### src/timer_one_pkg.sv
// constants and types for the 16-bit timer and its clock-source control
// assumes a byte-wide register port and one 200 MHz clock
package timer_one_pkg;
  localparam logic [7:0] ADDR_FLAG = 8'h0c;
  localparam logic [7:0] ADDR_COUNT_LO = 8'h0e;
  localparam logic [7:0] ADDR_COUNT_HI = 8'h0f;
  localparam logic [7:0] ADDR_CONTROL = 8'h10;
  localparam logic [7:0] ADDR_IRQ_EN = 8'h8c;
  localparam int RUN_BIT = 0;
  localparam int SRC_BIT = 1;
  localparam int SYNC_BIT = 2;
  localparam int OSC_BIT = 3;
  localparam int DIV_LO_BIT = 4;
  localparam int DIV_HI_BIT = 5;
  localparam int FLAG_BIT = 0;
  localparam logic [5:0] CONTROL_RESET = 6'h00;
  localparam logic [15:0] COUNT_MAX = 16'hffff;
  localparam logic [15:0] COUNT_ZERO = 16'h0000;
  localparam int CLK_PERIOD_PS = 5000;
  localparam int INSTR_PERIOD_PS = 20000;
  localparam int INSTR_DIV = INSTR_PERIOD_PS / CLK_PERIOD_PS;
  localparam int PRESC_WIDTH = 3;
  typedef enum logic [1:0] {DIV1, DIV2, DIV4, DIV8} div_code_t;
  typedef enum logic [1:0] {MODE_STOPPED, MODE_TIMER, MODE_SYNC_COUNT, MODE_ASYNC_COUNT} mode_t;
endpackage

### src/timer_one.sv
// 16-bit timer with clock-source, prescaler and crystal-pin control
// assumes a one-cycle read/write strobe port and pins synchronous to ref_clk
// Behaviour
// RQ1: divider field bits 5:4 divide count clock by 1, 2, 4 or 8.
// RQ2: bit 3 runs the crystal oscillator and overrides port C pin directions.
// RQ3: with oscillator on, pins 0 and 1 are amplifier output and input.
// RQ4: with external source, bit 2 picks synchronised (0) or direct (1) counting.
// RQ5: internal source ignores the sync bit and counts instruction cycles.
// RQ6: bit 1 picks external rising edges (1) or instruction clock (0).
// RQ7: bit 0 runs the counter; cleared, the counter holds.
// RQ8: control bits 7 and 6 read as zero.
// RQ9: six control bits are read/write and reset to zero.
// RQ10: oscillator keeps running while the processor sleeps.
// RQ11: attached crystal stays at or below 200 kHz, 32 kHz intended.
// RQ12: software waits for oscillator start-up; no start-up timer exists.
// RQ13: internal source advances once per instruction cycle, after the divider.
// RQ14: count wraps ffff to 0000 and sets the sticky overflow flag.
// RQ15: compare trigger clears count without flag; software write wins. Code ignores the trigger in direct external mode.
// RQ16: direct external mode counts even while the instruction clock halts.
`timescale 1ns/10ps
module timer_one import timer_one_pkg::*; #(
  parameter int INSTR_DIVIDE = INSTR_DIV
) (
  input wire logic ref_clk,
  input wire logic rst,
  input wire logic [7:0] addr,
  input wire logic [7:0] wdata,
  input wire logic wr_en,
  input wire logic rd_en,
  output logic [7:0] rdata,
  input wire logic sleep,
  input wire logic special_event,
  input wire logic [1:0] port_c_direction,
  input wire logic [1:0] port_c_data,
  input wire logic [1:0] port_c_pin_in,
  output logic [1:0] port_c_pin_out,
  output logic [1:0] port_c_pin_oe_n,
  output logic osc_amp_enable,
  output logic overflow_irq,
  output logic [15:0] count_value
);
  localparam int DIV_W = $clog2(INSTR_DIVIDE);

  initial begin
    if (INSTR_DIVIDE < 2 || (INSTR_DIVIDE & (INSTR_DIVIDE - 1)) != 0)
      $error("instruction divide must be a power of two, at least 2");
  end

  logic [5:0] control_reg;
  logic [15:0] count_reg;
  logic [15:0] count_next;
  logic flag_reg;
  logic irq_en_reg;
  logic [7:0] rdata_reg;
  logic [DIV_W-1:0] phase_reg;
  logic instr_tick_reg;
  logic [1:0] pin_out_reg;
  logic [1:0] pin_oe_n_reg;
  logic osc_reg;
  logic irq_reg;
  logic ext_src;
  logic ext_edge;
  logic sel_tick;
  logic count_tick;
  logic wr_lo;
  logic wr_hi;
  logic wrap;
  logic step;
  logic trig;
  mode_t mode;

  wire run = control_reg[RUN_BIT];
  wire src_ext = control_reg[SRC_BIT];
  wire no_sync = control_reg[SYNC_BIT];
  wire osc_en = control_reg[OSC_BIT];
  wire [1:0] div_code = control_reg[DIV_HI_BIT:DIV_LO_BIT];

  assign wr_lo = wr_en && addr == ADDR_COUNT_LO;
  assign wr_hi = wr_en && addr == ADDR_COUNT_HI;

  // control register
  always_ff @(posedge ref_clk) begin
    if (rst) begin
      control_reg <= CONTROL_RESET; // RQ9
    end else if (wr_en && addr == ADDR_CONTROL) begin
      control_reg <= wdata[5:0]; // RQ9
    end
  end

  always_ff @(posedge ref_clk) begin
    if (rst) begin
      irq_en_reg <= 1'b0;
    end else if (wr_en && addr == ADDR_IRQ_EN) begin
      irq_en_reg <= wdata[FLAG_BIT];
    end
  end

  // instruction clock is ref_clk / INSTR_DIVIDE and stops in sleep
  always_ff @(posedge ref_clk) begin
    if (rst) begin
      phase_reg <= '0;
      instr_tick_reg <= 1'b0;
    end else if (sleep) begin
      instr_tick_reg <= 1'b0;
    end else begin
      phase_reg <= phase_reg + DIV_W'(1);
      instr_tick_reg <= phase_reg == DIV_W'(INSTR_DIVIDE - 1); // RQ13
    end
  end

  // with the oscillator on, the crystal input pin feeds the count path
  assign ext_src = osc_en ? port_c_pin_in[1] : port_c_pin_in[0]; // RQ3

  count_edge_detect u_edge (
    .ref_clk(ref_clk),
    .rst(rst),
    .pin(ext_src),
    .bypass(no_sync),
    .edge_out(ext_edge)
  );

  always_comb begin
    if (!run) begin
      mode = MODE_STOPPED; // RQ7
    end else if (!src_ext) begin
      mode = MODE_TIMER; // RQ5
    end else if (!no_sync) begin
      mode = MODE_SYNC_COUNT; // RQ4
    end else begin
      mode = MODE_ASYNC_COUNT; // RQ4
    end
  end

  // synchronised counting needs the instruction clock, so it stops in sleep
  always_comb begin
    case (mode)
      MODE_STOPPED: sel_tick = 1'b0;
      MODE_TIMER: sel_tick = instr_tick_reg; // RQ13
      MODE_SYNC_COUNT: sel_tick = ext_edge && !sleep; // RQ6
      MODE_ASYNC_COUNT: sel_tick = ext_edge; // RQ16
      default: sel_tick = 1'b0;
    endcase
  end

  input_divider #(.WIDTH(PRESC_WIDTH)) u_div (
    .ref_clk(ref_clk),
    .rst(rst),
    .tick_in(sel_tick),
    .code(div_code),
    .clear(!run || wr_lo || wr_hi),
    .tick_out(count_tick)
  );

  assign trig = special_event && mode != MODE_ASYNC_COUNT; // RQ15
  // a tick still in the divider when run drops must not land after the stop
  assign step = count_tick && run; // RQ7
  // a trigger in the wrap cycle clears the count and takes the overflow with it
  assign wrap = step && count_reg == COUNT_MAX && !trig; // RQ14

  always_comb begin
    count_next = count_reg;
    if (wr_lo) begin
      count_next = {count_reg[15:8], wdata}; // RQ15
    end else if (wr_hi) begin
      count_next = {wdata, count_reg[7:0]}; // RQ15
    end else if (trig) begin
      count_next = COUNT_ZERO; // RQ15
    end else if (step) begin
      count_next = count_reg + 16'h0001; // RQ14
    end
  end

  always_ff @(posedge ref_clk) begin
    if (rst) begin
      count_reg <= COUNT_ZERO;
    end else begin
      count_reg <= count_next;
    end
  end

  // a wrap in the same cycle as a software clear still sets the flag
  always_ff @(posedge ref_clk) begin
    if (rst) begin
      flag_reg <= 1'b0;
    end else if (wrap && !wr_lo && !wr_hi) begin
      flag_reg <= 1'b1; // RQ14
    end else if (wr_en && addr == ADDR_FLAG) begin
      flag_reg <= wdata[FLAG_BIT];
    end
  end

  always_ff @(posedge ref_clk) begin
    if (rst) begin
      irq_reg <= 1'b0;
    end else begin
      irq_reg <= flag_reg && irq_en_reg; // RQ14
    end
  end

  // oscillator runs regardless of sleep; only the control bit stops it
  always_ff @(posedge ref_clk) begin
    if (rst) begin
      osc_reg <= 1'b0;
    end else begin
      osc_reg <= osc_en; // RQ2 RQ10
    end
  end

  always_ff @(posedge ref_clk) begin
    if (rst) begin
      pin_out_reg <= 2'h0;
      pin_oe_n_reg <= 2'h3;
    end else begin
      pin_out_reg <= port_c_data;
      pin_oe_n_reg <= port_c_direction | {2{osc_en}}; // RQ2 RQ3
    end
  end

  always_ff @(posedge ref_clk) begin
    if (rst || !rd_en) begin
      rdata_reg <= 8'h00;
    end else begin
      case (addr)
        ADDR_CONTROL: rdata_reg <= {2'b00, control_reg}; // RQ8
        ADDR_COUNT_LO: rdata_reg <= count_reg[7:0];
        ADDR_COUNT_HI: rdata_reg <= count_reg[15:8];
        ADDR_FLAG: rdata_reg <= {7'h00, flag_reg};
        ADDR_IRQ_EN: rdata_reg <= {7'h00, irq_en_reg};
        default: rdata_reg <= 8'h00;
      endcase
    end
  end

  assign rdata = rdata_reg;
  assign port_c_pin_out = pin_out_reg;
  assign port_c_pin_oe_n = pin_oe_n_reg;
  assign osc_amp_enable = osc_reg;
  assign overflow_irq = irq_reg;
  assign count_value = count_reg;
endmodule

### src/input_divider.sv
// count-clock prescaler: passes one tick in 1, 2, 4 or 8
// assumes tick_in is a one-cycle pulse on ref_clk
`timescale 1ns/10ps
module input_divider import timer_one_pkg::*; #(
  parameter int WIDTH = PRESC_WIDTH
) (
  input wire logic ref_clk,
  input wire logic rst,
  input wire logic tick_in,
  input wire logic [1:0] code,
  input wire logic clear,
  output logic tick_out
);
  logic [WIDTH-1:0] cnt_reg;
  logic [WIDTH-1:0] mask;
  logic tick_out_reg;

  initial begin
    if (WIDTH < 3) $error("input_divider needs at least 3 bits");
  end

  always_comb begin
    case (div_code_t'(code))
      DIV1: mask = WIDTH'(0);
      DIV2: mask = WIDTH'(1);
      DIV4: mask = WIDTH'(3);
      DIV8: mask = WIDTH'(7);
      default: mask = WIDTH'(0);
    endcase
  end

  always_ff @(posedge ref_clk) begin
    if (rst || clear) begin
      cnt_reg <= '0;
    end else if (tick_in) begin
      cnt_reg <= (cnt_reg & mask) == mask ? '0 : cnt_reg + WIDTH'(1); // RQ1
    end
  end

  always_ff @(posedge ref_clk) begin
    if (rst || clear) begin
      tick_out_reg <= 1'b0;
    end else begin
      tick_out_reg <= tick_in && ((cnt_reg & mask) == mask); // RQ1
    end
  end

  assign tick_out = tick_out_reg;

  // helper: input ticks since the last output tick
  logic [WIDTH:0] seen_reg;
  always_ff @(posedge ref_clk) begin
    if (rst || clear || tick_out_reg) begin
      seen_reg <= (tick_in && !(rst || clear)) ? (WIDTH+1)'(1) : '0;
    end else if (tick_in) begin
      seen_reg <= seen_reg + (WIDTH+1)'(1);
    end
  end
endmodule

### src/count_edge_detect.sv
// rising-edge finder for the external count input
// synchronised path or direct path, chosen by bypass
`timescale 1ns/10ps
module count_edge_detect (
  input wire logic ref_clk,
  input wire logic rst,
  input wire logic pin,
  input wire logic bypass,
  output logic edge_out
);
  logic sync1_reg;
  logic sync2_reg;
  logic sync3_reg;
  logic raw_prev_reg;
  logic edge_reg;

  always_ff @(posedge ref_clk) begin
    if (rst) begin
      sync1_reg <= 1'b0;
      sync2_reg <= 1'b0;
      sync3_reg <= 1'b0;
      raw_prev_reg <= 1'b0;
    end else begin
      sync1_reg <= pin;
      sync2_reg <= sync1_reg;
      sync3_reg <= sync2_reg;
      raw_prev_reg <= pin;
    end
  end

  // direct path saves two cycles of latency but trusts the pin timing
  always_ff @(posedge ref_clk) begin
    if (rst) begin
      edge_reg <= 1'b0;
    end else if (bypass) begin
      edge_reg <= pin && !raw_prev_reg; // RQ16
    end else begin
      edge_reg <= sync2_reg && !sync3_reg; // RQ4
    end
  end

  assign edge_out = edge_reg;
endmodule

### config.mk
export PLATFORM = sky130hd
export DESIGN_NAME = timer_one
export DESIGN_NICKNAME = d
export VERILOG_FILES = /design/src/timer_one_pkg.sv /design/src/timer_one.sv /design/src/input_divider.sv /design/src/count_edge_detect.sv
export SDC_FILE = /design/constraint.sdc
export NUM_CORES = 1
export LEC_CHECK = 0
export BUFFER_PORTS_ARGS = -buffer_cell sky130_fd_sc_hd__buf_2
export CAP_MARGIN = 20
export CORE_MARGIN = 5
export CORE_UTILIZATION = 40
export CTS_BUF_LIST = sky130_fd_sc_hd__clkbuf_4
export CTS_CLUSTER_DIAMETER = 60
export CTS_CLUSTER_SIZE = 24
export DETAILED_ROUTE_END_ITERATION = 8
export PLACE_DENSITY = 0.72
export SLEW_MARGIN = 5
export SYNTH_ARGS = -nofsm -noshare
export SYNTH_HDL_FRONTEND = slang
export SYNTH_SLANG_ARGS = --single-unit
export TNS_END_PERCENT = 50
### constraint.sdc
create_clock -name ref_clk -period 2.3 [get_ports ref_clk]
set_clock_uncertainty 0.15 [all_clocks]
set_input_delay 0.115 -clock ref_clk [delete_from_list [all_inputs] [get_ports ref_clk]]
set_output_delay 0.115 -clock ref_clk [all_outputs]
set_load 0.01 [all_outputs]
==> results.cfg <==
[timing]
final-hold-violation-count = 0
final-setup-viol-count = 0
timing.fmax_mhz = 502.0
slew_headroom_pct = 69.65
finalSetupTns_ps = 0
tightest_slew_ps = 451.2
post-route-min-period_ps = 1992
finalMaxSlewViolations = 0
rsz0062_at_grt = no
period_share_pct = 86.60
setup_ws_ps = 308.1
timing.hold.ws_ps = 27.48

[synthesis]
yosys_warnings = 0
async_flop_share_pct = 0
syn_inst = 278
synth_edf_count = 0
ys_seq_area_share_pct = 40.25
synth_top_flop_cell = dfxtp_1
syn_avg_cell_area_um2 = 8.767
synth-compound-area-share_pct = 21.97
yosys-mux-area-fraction_pct = 4.928
synth_seq_cells = 49
yosys.area_share.simple_pct = 25.82
synth_top_family_by_area = simple AND/OR/NAND/NOR gates
syn-cell-area_um2 = 2437
synth_xor_area_share_pct = 1.797
syn_nets = 309
synth_fa_ha_area_share_pct = 1.540
yosysUniqueCellTypes = 51

[floorplan]
fp.dieW_um = 88.06
num_io_pins = 58
initial_utilization_pct = 41.17
coreArea_um2 = 5921
row_count = 28
die_area_um2 = 7755
die-height_um = 88.06

[power]
leakagePower_nw = 1.225
total_power_mw = 1.454
p_per_area_nw_per_um2 = 469.9
ir_drop_mv = 0.2124

[cts]
cts_max_level = 2
cts_tree = yes
path_clk_slew_ps = 150
worstSkewPairLatency_ps = 380
numCtsBuffers = 5
root_buffer = clkbuf_4
cts.sinks = 49
clk_path_buf_depth = 2
post_cts_buffers = 0
cts_resized = 0

[critical_path]
crit_type = reg2reg
r2r-start = count_value[0]$_SDFFE_PP0P_
worst_ep_required_time_ps = 2460
worstPathMaxFanout = 6
arrival_ps = 2150
reg2reg_depth = 6
ff2ff_setup_slack_ps = 310
endpoint_kind = register
rr_endpoint = count_value[12]$_SDFFE_PP0P_
critPathLaunchType = register

[job]
max_cap_violations = 0

[global_routing]
grt_max_degree = 36
gr-total-overflow = 0
antenna_found_initial = 0
grt_pass1_vias = 2279
grt_first_pass_wirelength_mm = 11.28
track_usage_pct = 18.54

[layout]
drive_gt1_share_pct = 24.17
ff_latch_area_um2 = 980.9
fillers = 573
largest_register_ffs = 16
multi_input_area_um2 = 1366
nNetsFinal = 390
diodes = 0
area_growth_pct = 27.00

[worst_hold_path]
worstHoldEndpoint = irq_en_reg$_SDFFE_PP0P_
hold_depth = 4
worstHoldStart = addr[7]
min_path_type = in2reg

[routing]
post_drt_wl_per_cell_um = 15.95
via_count = 2425
wl_mm = 6.939
drt_iter0_markers = 191
drt_pass1_iterations = 5
via_per_inst = 5.575
ant_nets = 0
drc = 0

[status]
status = completed

[placement]
port-buffer-count = 57
dp_slack_ps = 348.7
gp_congestion = 0.9169
hpwl_mm = 5.084
[logic make-up (layout without fill, tap and decap cells)]
group           count (synthesis)  after routing
compound gates                 71             71
buf+inv                        22            104
xor+xnor                        5              5
mux                            12             12
simple gates                  116            116
flops                          49             49
fa+ha+maj                       3              3
[metrics by stage]
step | cells | utilization (%) | area, um2
after CTS | 434 | 52.11 | 3085
after global routing | 435 | 52.28 | 3095
after floorplan | 278 | - | 2437
after detailed placement | 405 | 47.51 | 2813
after global placement | 405 | 47.51 | 2813
final | 435 | 52.28 | 3095
[worst max-delay path: stages (launching register included)]
cell     delay, ps
dfxtp_1        490
ha_1           260
nand3_1        150
or4_1          530
nor3_1         150
a21oi_1         70
o32ai_2        110
[worst max path at each step]
stage	from	to	slack, ps	cells past startpoint
floorplan	count_value[7]$_SDFFE_PP0P_	count_value[13]$_SDFFE_PP0P_	480	6
global placement	count_value[0]$_SDFFE_PP0P_	count_value[12]$_SDFFE_PP0P_	330	6
detailed placement	count_value[0]$_SDFFE_PP0P_	count_value[12]$_SDFFE_PP0P_	350	6
CTS	count_value[0]$_SDFFE_PP0P_	count_value[12]$_SDFFE_PP0P_	300	6
global route	count_value[5]$_SDFFE_PP0P_	count_value[15]$_SDFFE_PP0P_	190	5
finish	count_value[0]$_SDFFE_PP0P_	count_value[12]$_SDFFE_PP0P_	310	6
[Yosys cell counts, types with 2 or more instances]
cell type / n / area (um2)
and3_1: 6 / 37.54
and2_1: 2 / 12.51
dfxtp_1: 49 / 980.9
a22o_1: 2 / 17.52
xor2_1: 4 / 35.03
ha_1: 3 / 37.54
nor3_2: 2 / 20.02
buf_4: 2 / 15.01
a222oi_1: 4 / 40.04
nand4b_1: 2 / 17.52
o21a_1: 2 / 15.01
a21oi_1: 24 / 120.1
nor2_1: 27 / 101.4
nor4_1: 3 / 18.77
mux2i_1: 12 / 120.1
o22ai_1: 2 / 12.51
a32oi_1: 4 / 35.03
nor2b_1: 7 / 43.79
a221oi_1: 2 / 17.52
or3_1: 3 / 18.77
o32ai_2: 5 / 81.33
inv_1: 11 / 41.29
a22oi_1: 5 / 37.54
o21ai_0: 7 / 35.03
nand2_1: 22 / 82.58
o21ai_1: 4 / 20.02
nand4_1: 6 / 37.54
nor3_1: 12 / 60.06
o211ai_1: 2 / 15.01
nand3_1: 14 / 70.07
clkbuf_1: 8 / 30.03
[layout by cell type, fill, tap and decap left out, types with 11 or more instances in the layout]
| cell | n |
|---|---|
| dlygate4sd3_1 | 22 |
| buf_2 | 57 |
| mux2i_1 | 12 |
| nor3_1 | 12 |
| inv_1 | 11 |
| nor2_1 | 27 |
| a21oi_1 | 24 |
| nand3_1 | 14 |
| dfxtp_1 | 49 |
| nand2_1 | 22 |
[where the power goes]
group	switching, mW	internal (mW)	total [mW]
clock	0.300	0.127	0.428
combinational	0.0871	0.0709	0.158
sequential	0.00750	0.861	0.869
total	0.395	1.06	1.45
[layer usage]
| layer | wire (um) | up-vias | global-route usage, % | share of wire [%] |
|---|---|---|---|---|
| met2 | 3301 | 74 | 30.14 | 48 |
| met1 | 3112 | 1151 | 24.73 | 45 |
| met3 | 411 | 9 | 3.669 | 5.9 |
| met4 | 114 | 0 | 6.044 | 1.6 |
| met5 | 0 | - | 0 | 0 |
| li1 | - | 1191 | - | - |
[area by class of cell]
type / instances / share of cell area (%)
clock buffer: 5 / 1.213
clock inverter: 3 / 0.8084
inverter: 11 / 1.334
multi-input combinational: 207 / 44.14
sequential: 49 / 31.69
tap: 75 / 3.032
timing repair buffer: 85 / 17.78
[timing repair]
item | CTS | global route
hold endpoints to repair | 32 | 1
setup endpoints to repair | 0 | 0
hold buffers | 21 | 1
(Power assumes the default switching activity.)
